File: src/inc/vuf_defines.svh
`ifndef VUF_DEFINES_SVH
`define VUF_DEFINES_SVH

// ----------------------------------------
// Command codes of the configuration registers
// ----------------------------------------
`define VUF_CMD_VIN_UV_LIMIT   8'h59
`define VUF_CMD_VIN_UV_ACTION  8'h5A
`define VUF_CMD_PG_ON          8'h5E
`define VUF_CMD_TURN_ON_DELAY_TIME      8'h60

// ----------------------------------------
// Reset values
// ----------------------------------------
`define VUF_RST_ACTION         8'h80
`define VUF_RST_TURN_ON_DELAY_TIME      16'hCA80

// ----------------------------------------
// Field positions
// ----------------------------------------
`define VUF_L11_EXP_MSB        15
`define VUF_L11_EXP_LSB        11
`define VUF_L11_MAN_MSB        10
`define VUF_L11_MAN_LSB        0
`define VUF_ACT_MODE_MSB       7
`define VUF_ACT_MODE_LSB       6
`define VUF_ACT_RETRY_MSB      5
`define VUF_ACT_RETRY_LSB      3

// ----------------------------------------
// Field codes
// ----------------------------------------
`define VUF_MODE_RETRY         2'h2
`define VUF_MODE_RESUME        2'h3
`define VUF_RETRY_NONE         3'h0
`define VUF_RETRY_FOREVER      3'h7

// ----------------------------------------
// Timing
// ----------------------------------------
`define VUF_CLK_HZ             100000000
`define VUF_MS_PER_S           1000
`define VUF_MS_CYC             (`VUF_CLK_HZ / `VUF_MS_PER_S)
`define VUF_RETRY_UNIT_MS      70
`define VUF_TON_MIN_MS         3
`define VUF_TON_MAX_MS         5000
`define VUF_RISE_MIN_MS        1
`define VUF_RISE_MAX_MS        100
`define VUF_FRAC               8

`endif

File: src/inc/vuf_pkg.sv
`include "vuf_defines.svh"

package vuf_pkg;

   typedef logic [12:0]        vuf_ms_t;
   typedef logic signed [47:0] vuf_fix_t;

   typedef enum logic [2:0] {
      VUF_OFF     = 3'b000,
      VUF_DELAY   = 3'b001,
      VUF_RISE    = 3'b010,
      VUF_ON      = 3'b011,
      VUF_RETRY   = 3'b100,
      VUF_LATCHED = 3'b101,
      VUF_HOLD    = 3'b110
   } vuf_state_t;

   // ----------------------------------------
   // Linear-11 word to signed fixed point with VUF_FRAC fraction bits
   // ----------------------------------------
   function automatic vuf_fix_t vuf_l11_fix(input logic [15:0] code);
      logic signed [5:0] e;
      logic [5:0]        ne;
      vuf_fix_t          m;
      e  = $signed({code[`VUF_L11_EXP_MSB], code[`VUF_L11_EXP_MSB:`VUF_L11_EXP_LSB]});
      ne = 6'(-e);
      m  = {{37{code[`VUF_L11_MAN_MSB]}}, code[`VUF_L11_MAN_MSB:`VUF_L11_MAN_LSB]};
      m  = m <<< `VUF_FRAC;
      if (e < 0) begin
         vuf_l11_fix = m >>> ne;
      end else begin
         vuf_l11_fix = m <<< e;
      end
   endfunction

   // Whole milliseconds of a Linear-11 time, fraction dropped, held in [lo, hi]
   function automatic vuf_ms_t vuf_ms_clamp(input logic [15:0] code,
                                            input vuf_ms_t     lo,
                                            input vuf_ms_t     hi);
      vuf_fix_t ms;
      ms = vuf_l11_fix(code) >>> `VUF_FRAC;
      if (ms < $signed({35'h0, lo})) begin
         vuf_ms_clamp = lo;
      end else if (ms > $signed({35'h0, hi})) begin
         vuf_ms_clamp = hi;
      end else begin
         vuf_ms_clamp = ms[12:0];
      end
   endfunction

endpackage

File: src/rtl/vuf_ms_tick.sv
`include "vuf_defines.svh"

module vuf_ms_tick #(
   parameter int unsigned CYC = `VUF_MS_CYC
) (
   input  wire logic sys_clk,
   input  wire logic arst_n,
   input  wire logic clk_en,
   input  wire logic restart,
   output logic      tick
);

   logic [31:0] cnt;

   // Restart realigns the tick so a timed wait is whole milliseconds from its start
   always_ff @(posedge sys_clk or negedge arst_n) begin
      if (!arst_n) begin
         cnt  <= 32'h0;
         tick <= 1'b0;
      end else if (clk_en) begin
         if (restart) begin
            cnt  <= 32'h0;
            tick <= 1'b0;
         end else if (cnt == 32'(CYC - 1)) begin
            cnt  <= 32'h0;
            tick <= 1'b1;
         end else begin
            cnt  <= cnt + 32'h1;
            tick <= 1'b0;
         end
      end
   end

endmodule

File: src/rtl/vuf_ms_timer.sv
module vuf_ms_timer (
   input  wire logic            sys_clk,
   input  wire logic            arst_n,
   input  wire logic            clk_en,
   input  wire logic            load,
   input  wire vuf_pkg::vuf_ms_t load_ms,
   input  wire logic            tick,
   output logic                 done,
   output logic                 busy
);

   vuf_pkg::vuf_ms_t remain;

   always_ff @(posedge sys_clk or negedge arst_n) begin
      if (!arst_n) begin
         remain <= 13'h0;
         busy   <= 1'b0;
         done   <= 1'b0;
      end else if (clk_en) begin
         if (load) begin
            remain <= load_ms;
            busy   <= 1'b1;
            done   <= 1'b0;
         end else if (busy && remain == 13'h0) begin
            busy <= 1'b0;
            done <= 1'b1;
         end else begin
            done <= 1'b0;
            if (busy && tick) begin
               remain <= remain - 13'h1;
            end
         end
      end
   end

endmodule

File: src/rtl/vuf_seq.sv
// How it works
// - UV limit: one global Linear-11 word, strap default
// - Action register resets to 80h, latched off
// - Retry interval counted in 70ms units
// - Fault sets sticky flag, alert low until clear
// - Mode 10: disable, then retry only if bits 5:3 are 111, else latch off
// - Mode 11: off while fault, auto resume after
// - Retry 000: stay off until fault cleared
// - Retry 111: restart forever until off/bias/fault
// - Power-good rises above Linear-16 on threshold
// - Power-good drops below output UV limit
// - Wait turn-on delay before output rise
// - Turn-on delay 0 to 5 s, ms Linear-11
// - Turn-on delay below 3ms acts as 3ms
// - Turn-on delay resets to CA80h, 5ms
// - Ramp over rise time, at least 1ms
`include "vuf_defines.svh"

module vuf_seq #(
   parameter int unsigned MS_CYCLES = `VUF_MS_CYC
) (
   input  wire logic        sys_clk,
   input  wire logic        arst_n,
   input  wire logic        clk_en,
   input  wire logic        reg_wr,
   input  wire logic        reg_rd,
   input  wire logic [7:0]  reg_cmd,
   input  wire logic [15:0] reg_wdata,
   input  wire logic        clear_faults,
   input  wire logic [15:0] strap_vin_uv_limit,
   input  wire logic [15:0] strap_pg_on,
   input  wire logic [15:0] ton_rise_code,
   input  wire logic [15:0] vin_meas,
   input  wire logic [15:0] vout_meas,
   input  wire logic [15:0] vout_uv_limit,
   input  wire logic        run_req,
   input  wire logic        bias_ok,
   input  wire logic        other_fault,
   output logic [15:0]      reg_rdata,
   output logic             reg_rd_valid,
   output logic             alert_output_line_n,
   output logic             vin_uv_fault_flag,
   output logic             output_enabled,
   output logic             ramp_active,
   output logic             power_good,
   output logic [2:0]       seq_state
);

   // ----------------------------------------
   // Configuration registers
   // ----------------------------------------
   logic [15:0] input_undervoltage_fault_threshold;
   logic [7:0]  input_undervoltage_fault_action;
   logic [15:0] power_good_assert_threshold;
   logic [15:0] turn_on_delay_time;
   logic        strap_taken;

   wire logic wr_uv_limit = reg_wr && reg_cmd == `VUF_CMD_VIN_UV_LIMIT;
   wire logic wr_action   = reg_wr && reg_cmd == `VUF_CMD_VIN_UV_ACTION;
   wire logic wr_pg_on    = reg_wr && reg_cmd == `VUF_CMD_PG_ON;
   wire logic wr_ton      = reg_wr && reg_cmd == `VUF_CMD_TURN_ON_DELAY_TIME;

   // Strap defaults are captured on the first enabled edge after reset release,
   // since an asynchronous reset may only load constants.
   always_ff @(posedge sys_clk or negedge arst_n) begin
      if (!arst_n) begin
         strap_taken <= 1'b0;
      end else if (clk_en) begin
         strap_taken <= 1'b1;
      end
   end

   always_ff @(posedge sys_clk or negedge arst_n) begin
      if (!arst_n) begin
         input_undervoltage_fault_threshold <= 16'h0000;
      end else if (clk_en) begin
         if (!strap_taken) begin
            input_undervoltage_fault_threshold <= strap_vin_uv_limit;
         end else if (wr_uv_limit) begin
            input_undervoltage_fault_threshold <= reg_wdata;
         end
      end
   end

   always_ff @(posedge sys_clk or negedge arst_n) begin
      if (!arst_n) begin
         power_good_assert_threshold <= 16'h0000;
      end else if (clk_en) begin
         if (!strap_taken) begin
            power_good_assert_threshold <= strap_pg_on;
         end else if (wr_pg_on) begin
            power_good_assert_threshold <= reg_wdata;
         end
      end
   end

   // All eight bits are stored and read back; bits 2:0 steer nothing
   always_ff @(posedge sys_clk or negedge arst_n) begin
      if (!arst_n) begin
         input_undervoltage_fault_action <= `VUF_RST_ACTION;
      end else if (clk_en && wr_action) begin
         input_undervoltage_fault_action <= reg_wdata[7:0];
      end
   end

   always_ff @(posedge sys_clk or negedge arst_n) begin
      if (!arst_n) begin
         turn_on_delay_time <= `VUF_RST_TURN_ON_DELAY_TIME;
      end else if (clk_en && wr_ton) begin
         turn_on_delay_time <= reg_wdata;
      end
   end

   // ----------------------------------------
   // Read-back
   // ----------------------------------------
   always_ff @(posedge sys_clk or negedge arst_n) begin
      if (!arst_n) begin
         reg_rdata    <= 16'h0000;
         reg_rd_valid <= 1'b0;
      end else if (clk_en) begin
         reg_rd_valid <= reg_rd;
         if (reg_rd) begin
            if (reg_cmd == `VUF_CMD_VIN_UV_LIMIT) begin
               reg_rdata <= input_undervoltage_fault_threshold;
            end else if (reg_cmd == `VUF_CMD_VIN_UV_ACTION) begin
               reg_rdata <= {8'h00, input_undervoltage_fault_action};
            end else if (reg_cmd == `VUF_CMD_PG_ON) begin
               reg_rdata <= power_good_assert_threshold;
            end else if (reg_cmd == `VUF_CMD_TURN_ON_DELAY_TIME) begin
               reg_rdata <= turn_on_delay_time;
            end else begin
               reg_rdata <= 16'h0000;
            end
         end
      end
   end

   // ----------------------------------------
   // Decoded settings
   // ----------------------------------------
   wire logic [1:0] act_mode =
      input_undervoltage_fault_action[`VUF_ACT_MODE_MSB:`VUF_ACT_MODE_LSB];
   wire logic [2:0] act_retry =
      input_undervoltage_fault_action[`VUF_ACT_RETRY_MSB:`VUF_ACT_RETRY_LSB];

   // Both words go through the same decoder so exponents need not match
   wire logic vin_low =
      vuf_pkg::vuf_l11_fix(vin_meas) <
      vuf_pkg::vuf_l11_fix(input_undervoltage_fault_threshold);

   // Fractions of a millisecond are dropped before clamping
   wire vuf_pkg::vuf_ms_t ton_ms =
      vuf_pkg::vuf_ms_clamp(turn_on_delay_time,
                            13'(`VUF_TON_MIN_MS), 13'(`VUF_TON_MAX_MS));
   wire vuf_pkg::vuf_ms_t rise_ms =
      vuf_pkg::vuf_ms_clamp(ton_rise_code,
                            13'(`VUF_RISE_MIN_MS), 13'(`VUF_RISE_MAX_MS));

   // ----------------------------------------
   // Timebase
   // ----------------------------------------
   logic             tmr_load;
   vuf_pkg::vuf_ms_t tmr_ms;
   logic             ms_tick;
   logic             tmr_done;

   vuf_ms_tick #(
      .CYC (MS_CYCLES)
   ) u_tick (
      .sys_clk (sys_clk),
      .arst_n  (arst_n),
      .clk_en  (clk_en),
      .restart (tmr_load),
      .tick    (ms_tick)
   );

   vuf_ms_timer u_timer (
      .sys_clk (sys_clk),
      .arst_n  (arst_n),
      .clk_en  (clk_en),
      .load    (tmr_load),
      .load_ms (tmr_ms),
      .tick    (ms_tick),
      .done    (tmr_done),
      .busy    ()
   );

   // ----------------------------------------
   // Start-up and fault sequencer
   // ----------------------------------------
   vuf_pkg::vuf_state_t state;
   vuf_pkg::vuf_state_t next_state;
   logic                uv_event;
   logic                stop_all;

   wire logic live = state == vuf_pkg::VUF_DELAY || state == vuf_pkg::VUF_RISE ||
                     state == vuf_pkg::VUF_ON;

   always_comb begin
      // Off command, loss of bias or another shutdown fault overrides every retry
      stop_all   = !run_req || !bias_ok || other_fault;
      uv_event   = live && vin_low;
      next_state = state;
      tmr_load   = 1'b0;
      tmr_ms     = ton_ms;
      if (stop_all) begin
         next_state = vuf_pkg::VUF_OFF;
      end else begin
         case (state)
            vuf_pkg::VUF_OFF: begin
               // A first start is refused while the input is already low
               if (!vin_low) begin
                  next_state = vuf_pkg::VUF_DELAY;
                  tmr_load   = 1'b1;
                  tmr_ms     = ton_ms;
               end
            end
            vuf_pkg::VUF_DELAY, vuf_pkg::VUF_RISE, vuf_pkg::VUF_ON: begin
               if (uv_event) begin
                  if (act_mode == `VUF_MODE_RESUME) begin
                     next_state = vuf_pkg::VUF_HOLD;
                  end else if (act_mode == `VUF_MODE_RETRY &&
                               act_retry == `VUF_RETRY_FOREVER) begin
                     next_state = vuf_pkg::VUF_RETRY;
                     tmr_load   = 1'b1;
                     tmr_ms     = 13'(`VUF_RETRY_UNIT_MS);
                  end else begin
                     // Unused codes fall back to the safe latched shutdown
                     next_state = vuf_pkg::VUF_LATCHED;
                  end
               end else if (state == vuf_pkg::VUF_DELAY && tmr_done) begin
                  next_state = vuf_pkg::VUF_RISE;
                  tmr_load   = 1'b1;
                  tmr_ms     = rise_ms;
               end else if (state == vuf_pkg::VUF_RISE && tmr_done) begin
                  next_state = vuf_pkg::VUF_ON;
               end
            end
            vuf_pkg::VUF_RETRY: begin
               // Restart without looking at the input; a low input trips again
               if (tmr_done) begin
                  next_state = vuf_pkg::VUF_DELAY;
                  tmr_load   = 1'b1;
                  tmr_ms     = ton_ms;
               end
            end
            vuf_pkg::VUF_HOLD: begin
               if (!vin_low) begin
                  next_state = vuf_pkg::VUF_DELAY;
                  tmr_load   = 1'b1;
                  tmr_ms     = ton_ms;
               end
            end
            vuf_pkg::VUF_LATCHED: begin
               if (clear_faults) begin
                  next_state = vuf_pkg::VUF_OFF;
               end
            end
            default: begin
               next_state = vuf_pkg::VUF_OFF;
            end
         endcase
      end
   end

   always_ff @(posedge sys_clk or negedge arst_n) begin
      if (!arst_n) begin
         state <= vuf_pkg::VUF_OFF;
      end else if (clk_en) begin
         state <= next_state;
      end
   end

   // ----------------------------------------
   // Output drive, registered from the next state
   // ----------------------------------------
   always_ff @(posedge sys_clk or negedge arst_n) begin
      if (!arst_n) begin
         output_enabled <= 1'b0;
         ramp_active    <= 1'b0;
         seq_state      <= 3'h0;
      end else if (clk_en) begin
         output_enabled <= next_state == vuf_pkg::VUF_DELAY ||
                           next_state == vuf_pkg::VUF_RISE ||
                           next_state == vuf_pkg::VUF_ON;
         ramp_active    <= next_state == vuf_pkg::VUF_RISE;
         seq_state      <= next_state;
      end
   end

   // ----------------------------------------
   // Sticky fault flag and alert
   // ----------------------------------------
   // A fault in the same cycle as the clear command keeps the flag set
   always_ff @(posedge sys_clk or negedge arst_n) begin
      if (!arst_n) begin
         vin_uv_fault_flag   <= 1'b0;
         alert_output_line_n <= 1'b1;
      end else if (clk_en) begin
         if (uv_event) begin
            vin_uv_fault_flag   <= 1'b1;
            alert_output_line_n <= 1'b0;
         end else if (clear_faults) begin
            vin_uv_fault_flag   <= 1'b0;
            alert_output_line_n <= 1'b1;
         end
      end
   end

   // ----------------------------------------
   // Power-good with hysteresis
   // ----------------------------------------
   // Relies on the on threshold sitting above the UV limit; otherwise the
   // clear below wins and power-good switches at the UV limit with no hysteresis.
   always_ff @(posedge sys_clk or negedge arst_n) begin
      if (!arst_n) begin
         power_good <= 1'b0;
      end else if (clk_en) begin
         if (!(next_state == vuf_pkg::VUF_RISE || next_state == vuf_pkg::VUF_ON)) begin
            power_good <= 1'b0;
         end else if (vout_meas < vout_uv_limit) begin
            power_good <= 1'b0;
         end else if (vout_meas > power_good_assert_threshold) begin
            power_good <= 1'b1;
         end
      end
   end

endmodule

File: config.mk
export PLATFORM = sky130hd
export DESIGN_NAME = vuf_seq
export DESIGN_NICKNAME = d
export VERILOG_FILES = /design/src/inc/vuf_pkg.sv /design/src/rtl/vuf_ms_tick.sv /design/src/rtl/vuf_ms_timer.sv /design/src/rtl/vuf_seq.sv
export VERILOG_INCLUDE_DIRS = /design/src /design/src/inc
export SDC_FILE = /design/constraint.sdc
export NUM_CORES = 1
export LEC_CHECK = 0
export BUFFER_PORTS_ARGS = -buffer_cell sky130_fd_sc_hd__buf_2
export CAP_MARGIN = 25
export CORE_MARGIN = 2
export CORE_UTILIZATION = 50
export CTS_BUF_LIST = sky130_fd_sc_hd__clkbuf_2
export CTS_CLUSTER_SIZE = 24
export DETAILED_ROUTE_END_ITERATION = 8
export GPL_TIMING_DRIVEN = 1
export HOLD_SLACK_MARGIN = 0.05
export MAX_ROUTING_LAYER = met4
export PLACE_DENSITY_LB_ADDON = 0.15
export SETUP_SLACK_MARGIN = 0.15
export SYNTH_ARGS = -nofsm -noshare
export SYNTH_HDL_FRONTEND = slang
export SYNTH_SLANG_ARGS = --single-unit
File: constraint.sdc
create_clock -name sys_clk -period 8.3 [get_ports sys_clk]
set_input_delay 1.66 -clock sys_clk [delete_from_list [all_inputs] [get_ports sys_clk]]
set_output_delay 1.66 -clock sys_clk [all_outputs]
set_load 0.02 [all_outputs]
==> results.yml, run 1 <==
status:
  status: "finished, final reports clean"
power:
  p_leak_nw: 7.143
  powerDensity_nw_per_um2: 143.7
  peakVddDrop_mv: 0.08519
  finalPower_mw: 2.263
yosys:
  postSynthAreaPerCell_um2: 7.839
  syn_area_um2: 14630
  synth_cell_types: 86
  synth_warnings: 0
  synth-main-ff-cell: "dfrtp_1"
  yosys.area.top_type: "dfrtp_1"
  ys_seq_elements: 130
  synthTopCellsByArea: "dfrtp_1, mux2i_1, ha_1"
  synth_top_area_frac: 0.2104
  synth_fp_nets: 2076
  async_flop_share: 1.000
  synth_seq_area_share: 0.2230
  syn_inst: 1866
  synth-edff-count: 0
setup_path:
  critPathArrivalTime_ns: 7.63
  cp_max_fo: 24
  critPathKind: "input port to flip-flop"
  startpoint: "vin_meas[12]"
  crit_path_end_kind: "flip-flop"
  worstPathRequired_ns: 8.94
  startpoint_type: "input port"
  rr_startpoint: "input_undervoltage_fault_threshold[11]"
detailed_routing:
  first_pass_iters: 5
  m1WireLength_um: 20870
  met2_length_um: 21030
  drt_iter0_drc: 1658
  ant_nets: 0
  vias: 14860
  wl_met3_um: 2718
  top_layer: "met4"
  viasPerCell: 6.412
  routed_wl_um: 45880
  drcViolationCount: 0
  routedWlPerCell_um: 19.79
cts:
  cts.sinks: 130
  root_buffer: "clkbuf_2"
  htreeDepth: 4
  insertion_delay_ns: 0.75
  clock_path_buffers: 2
  postCtsSetupRepairBufs: 0
  cts_tree: "yes"
  cts_buffers: 17
  ctsHoldBuffers: 0
  ctsResizeCount: 0
  clk_pin_slew_ns: 0.21
cells_and_area:
  syn_to_final_growth_pct: 7.664
  fin_nets: 2129
  n_fill_cell: 2794
  drive_above_1_share: 0.1693
timing:
  tns_ns: 0
  period_share: 0.8425
  fin_ws_ns: 1.307
  fin_hold_ws_ns: 0.5052
  fmax_mhz: 143.0
  fin_skew_ns: 0.03000
  slew_viol_final: 0
  fin_crit_ns: 6.993
  slew_headroom: 0.2911
  rsz0062_at_grt: "no"
  tightest_slew_ns: 1.063
  finalSetupViolations: 0
  finalHoldViolations: 0
global_routing:
  grt_max_degree: 74
  overflow: 0
  antenna_found_initial: 2
  grt_use_total: 0.3062
  grt_pass1_wl_um: 73810
  grt_pass1_vias: 13790
worst_hold_path:
  hp-start: "reg_rdata[13]"
  hp-class: "flip-flop to flip-flop"
placement:
  io_buffers: 153
  dp_slack_ns: 0.5156
  place_congestion: 0.9230
  hpwl_um: 34210
floorplanning:
  die_h_um: 175.0
  die_w_um: 175.0
  dieArea_um2: 30640
  initial_core_util: 0.5083
  coreArea_um2: 28780
  io_pins: 154
  row_count: 62
run:
  maxCapViolCount: 0
## layout by cell type (no fill, tap or decap), types with 19 or more instances in the layout
cell type	instances
nor4_1	27
a21oi_1	131
dfrtp_1	122
mux4_2	38
buf_2	152
a21o_1	21
o22ai_1	30
buf_4	23
nor2b_1	19
a211oi_1	22
mux2i_1	103
ha_1	81
o21ai_0	132
a31oi_1	29
nand4_1	23
o31ai_1	22
nor2_1	145
nor3_1	27
o21a_1	19
mux2_2	41
inv_1	99
nand2_1	212
nand3_1	63
## critical path: stages
cell	delay, ns
buf_2	0.34
clkinv_1	0.31
ha_1	0.38
xor2_1	0.73
mux2i_1	0.36
a21o_1	0.15
o21ai_0	0.08
ha_1	0.31
a2111oi_0	0.44
o21ai_0	0.15
a221o_1	0.41
o2111a_1	0.32
a211oi_2	0.37
nand2_4	0.13
mux2_4	0.34
nand3_1	0.30
nand2_1	0.41
o311ai_0	0.43
## report_power, final
group | leakage (nW) | switching [mW] | total (mW) | internal (mW)
Clock | 0.141 | 0.265 | 0.405 | 0.141
Combinational | 5.39 | 0.634 | 1.05 | 0.414
Sequential | 1.61 | 0.103 | 0.809 | 0.706
Total | 7.14 | 1.00 | 2.26 | 1.26
## layer usage
| layer | GRT usage | vias up |
|---|---|---|
| met5 | - | - |
| met4 | 0.09271 | 0 |
| met3 | 0.03590 | 75 |
| met2 | 0.4702 | 541 |
| met1 | 0.4251 | 7132 |
| li1 | - | 7114 |
## final timing paths
check	end	slack [ns]	cells after the start
min in group asynchronous	power_good_assert_threshold[5]	0.90	1
min reg2reg	reg_rdata[13]	0.51	2
min	reg_rdata[13]	0.51	2
max in group asynchronous	u_timer.remain[2]	6.12	2
max	u_tick.cnt[28]	1.31	18
max reg2reg	u_tick.cnt[28]	1.75	20
## flip-flops by register name, indices dropped and copies added, names as in the netlist, 3 cells and up
name                                flops
input_undervoltage_fault_action         8
turn_on_delay_time                     16
seq_state                               3
input_undervoltage_fault_threshold     16
u_tick.cnt                             32
power_good_assert_threshold            16
u_timer.remain                         13
reg_rdata                              16
## synthesized netlist by cell type, types with 21 or more instances
| master | n |
|---|---|
| o21ai_0 | 132 |
| a21oi_1 | 132 |
| a21o_1 | 21 |
| nor3_1 | 27 |
| ha_1 | 81 |
| mux2_2 | 41 |
| mux2i_1 | 103 |
| nand3_1 | 63 |
| mux4_2 | 38 |
| o31ai_1 | 22 |
| nand4_1 | 23 |
| a31oi_1 | 29 |
| clkbuf_1 | 108 |
| o22ai_1 | 30 |
| nor2_1 | 145 |
| dfrtp_1 | 123 |
| inv_1 | 99 |
| a211oi_1 | 22 |
| nand2_1 | 212 |
| nor4_1 | 28 |
## area by class of cell
type / instances / area, um^2 / area share
tap: 384 / 480.5 / 0.03051
multi-input combinational: 1489 / 10410 / 0.6609
sequential: 130 / 3263 / 0.2072
clock buffer: 17 / 85.08 / 0.005402
inverter: 104 / 390.4 / 0.02479
timing repair buffer: 177 / 959.7 / 0.06094
antenna: 2 / 5.005 / 0.0003178
clock inverter: 15 / 156.4 / 0.009931
## through the flow
step                utilization  area, um^2  cells
global route             0.5472       15750   2318
CTS                      0.5470       15740   2316
floorplan                     -       14630   1866
finish                   0.5472       15750   2318
global placement         0.5381       15490   2283
detailed placement       0.5386       15500   2284
## cell families (layout without fill, tap and decap cells)
family / count (synthesis) / count (layout) / share of synthesized area
XOR/XNOR: 20 / 20 / 0.01249
AND/OR/NAND/NOR: 639 / 639 / 0.2112
flip-flops: 130 / 130 / 0.2230
AO/OA/AOI/OAI: 566 / 566 / 0.2564
multiplexers: 183 / 183 / 0.1616
other: 0 / 2 / 0
buffers and inverters: 247 / 313 / 0.06612
adder cells (fa/ha/maj): 81 / 81 / 0.06928
(Power assumes the default switching activity.)
==> inputs of run 2 (changes only) <==
Clock period 8.3 ns to 7.25 ns, I/O delays scaled along.
==> run 2 against run 1 <==
Final cell count is 0.30% higher. Register-to-register slack got worse by 0.58 ns. Sequential share of layout area shrank 0.069 points. Clock power rose by 17%. First-iteration DRC count is 2.2% lower. Largest cell class unchanged. Die area is the same. Sequential cell count did not move. Via count rose by 0.57%. Clock-buffer cell count up 1. Wire length decreased by 0.11%. Sequential power grew 15%.
==> results.yml, run 2 (synthesis results as in run 1) <==
power:
  powerDensity_nw_per_um2: 165.0
  p_leak_nw: 7.183
  peakVddDrop_mv: 0.08810
timing:
  fin_ws_ns: 1.169
  fin_crit_ns: 6.081
  finalSetupViolations: 0
  period_share: 0.8387
  slew_headroom: 0.3189
  rsz0062_at_grt: "no"
  fin_hold_ws_ns: 0.5010
  tightest_slew_ns: 1.022
  tns_ns: 0
  slew_viol_final: 0
  fin_skew_ns: 0.03654
  fmax_mhz: 164.5
  finalHoldViolations: 0
placement:
  io_buffers: 153
  hpwl_um: 34530
  dp_slack_ns: 0.3793
  place_congestion: 0.9282
detailed_routing:
  drt_iter0_drc: 1622
  viasPerCell: 6.429
  first_pass_iters: 6
  routedWlPerCell_um: 19.71
  ant_nets: 0
  vias: 14950
  routed_wl_um: 45830
  drcViolationCount: 0
global_routing:
  met2_usage: 0.4792
  antenna_found_initial: 2
  grt_util_met3: 0.03873
  grt_use_total: 0.3077
  grtUsageMet1: 0.4200
  grt_max_degree: 68
  grt_pass1_wl_um: 74170
  overflow: 0
  grt_busiest_layer: "met2"
  grt_pass1_vias: 13960
cells_and_area:
  drive_above_1_share: 0.1723
  largest-register: "u_tick.cnt"
  final_cell_mix: "nand2_1, buf_2, nor2_1, o21ai_0, a21oi_1"
  n_fill_cell: 2805
  fin_nets: 2136
  final_common_cell: "nand2_1"
  largest_register_ffs: 32
  syn_to_final_growth_pct: 8.023
floorplanning:
  die_h_um: 175.0
  die_w_um: 175.0
  io_pins: 154
  row_count: 62
  dieArea_um2: 30640
  coreArea_um2: 28780
  initial_core_util: 0.5083
cts:
  cts.sinks: 130
  clk_pin_slew_ns: 0.21
  ctsResizeCount: 0
  htreeDepth: 4
  root_buffer: "clkbuf_2"
  postCtsSetupRepairBufs: 0
  ctsHoldBuffers: 0
  cts_buffers: 17
  cts_tree: "yes"
  clock_path_buffers: 2
  insertion_delay_ns: 0.77
status:
  status: "finished, final reports clean"
run:
  maxCapViolCount: 0
setup_path:
  cp_max_fo: 14
  startpoint_type: "flip-flop"
  critPathArrivalTime_ns: 6.78
  critPathKind: "flip-flop to flip-flop"
  r2r_setup_slack_ns: 1.17
  worstPathRequired_ns: 7.95
  crit_path_end_kind: "flip-flop"
worst_hold_path:
  hp-class: "flip-flop to flip-flop"
## run 2: report_power, final
part           internal, mW  switching [mW]
clock                 0.165           0.309
combinational         0.479           0.722
sequential            0.809           0.124
total                  1.45            1.15
## run 2: final timing paths
path,start,endpoint,depth (start not counted)
max in group asynchronous,arst_n,strap_taken,2
worst min register to register,reg_rdata[5],reg_rdata[5],2
worst min-delay path,reg_rdata[5],reg_rdata[5],2
worst max register to register,input_undervoltage_fault_threshold[11],u_timer.remain[7],18
worst max-delay path,input_undervoltage_fault_threshold[11],u_timer.remain[7],18
min in group asynchronous,arst_n,turn_on_delay_time[8],1
## run 2: through the flow
step | utilization | power [mW] | instances | area [um^2]
after floorplan | - | 1.775 | 1866 | 14630
after global placement | 0.5397 | 2.100 | 2289 | 15530
after detailed placement | 0.5402 | 2.123 | 2290 | 15550
after CTS | 0.5486 | 2.598 | 2322 | 15790
after global routing | 0.5490 | 2.803 | 2325 | 15800
final | 0.5490 | 2.606 | 2325 | 15800
## run 2: layout make-up
| cell class | instances | area (um^2) | area share |
|---|---|---|---|
| antenna | 2 | 5.005 | 0.0003167 |
| clock buffer | 18 | 90.09 | 0.005701 |
| clock inverter | 14 | 151.4 | 0.009581 |
| inverter | 104 | 390.4 | 0.02471 |
| multi-input combinational | 1489 | 10410 | 0.6587 |
| sequential | 130 | 3263 | 0.2065 |
| tap | 384 | 480.5 | 0.03041 |
| timing repair buffer | 184 | 1012 | 0.06406 |
## run 2: critical path, cell delays in order (launching register included)
cell	delay [ns]
dfrtp_1	0.42
inv_1	0.27
ha_1	0.34
or3b_1	0.56
xnor2_1	0.22
nor2_1	0.37
a21oi_1	0.13
a21oi_1	0.18
ha_1	0.26
a2111oi_0	0.38
o21ai_0	0.16
a221o_1	0.41
o2111a_1	0.30
a211oi_2	0.39
nand2_4	0.14
mux2i_1	0.26
nand3_1	0.43
nor3b_1	0.61
a211o_1	0.20
## run 2: layer usage
layer	routed length, um	vias to the layer above
met1	20340	7146
met2	21330	603
met4	1134	0
met3	3022	71
li1	-	7127
met5	0	-
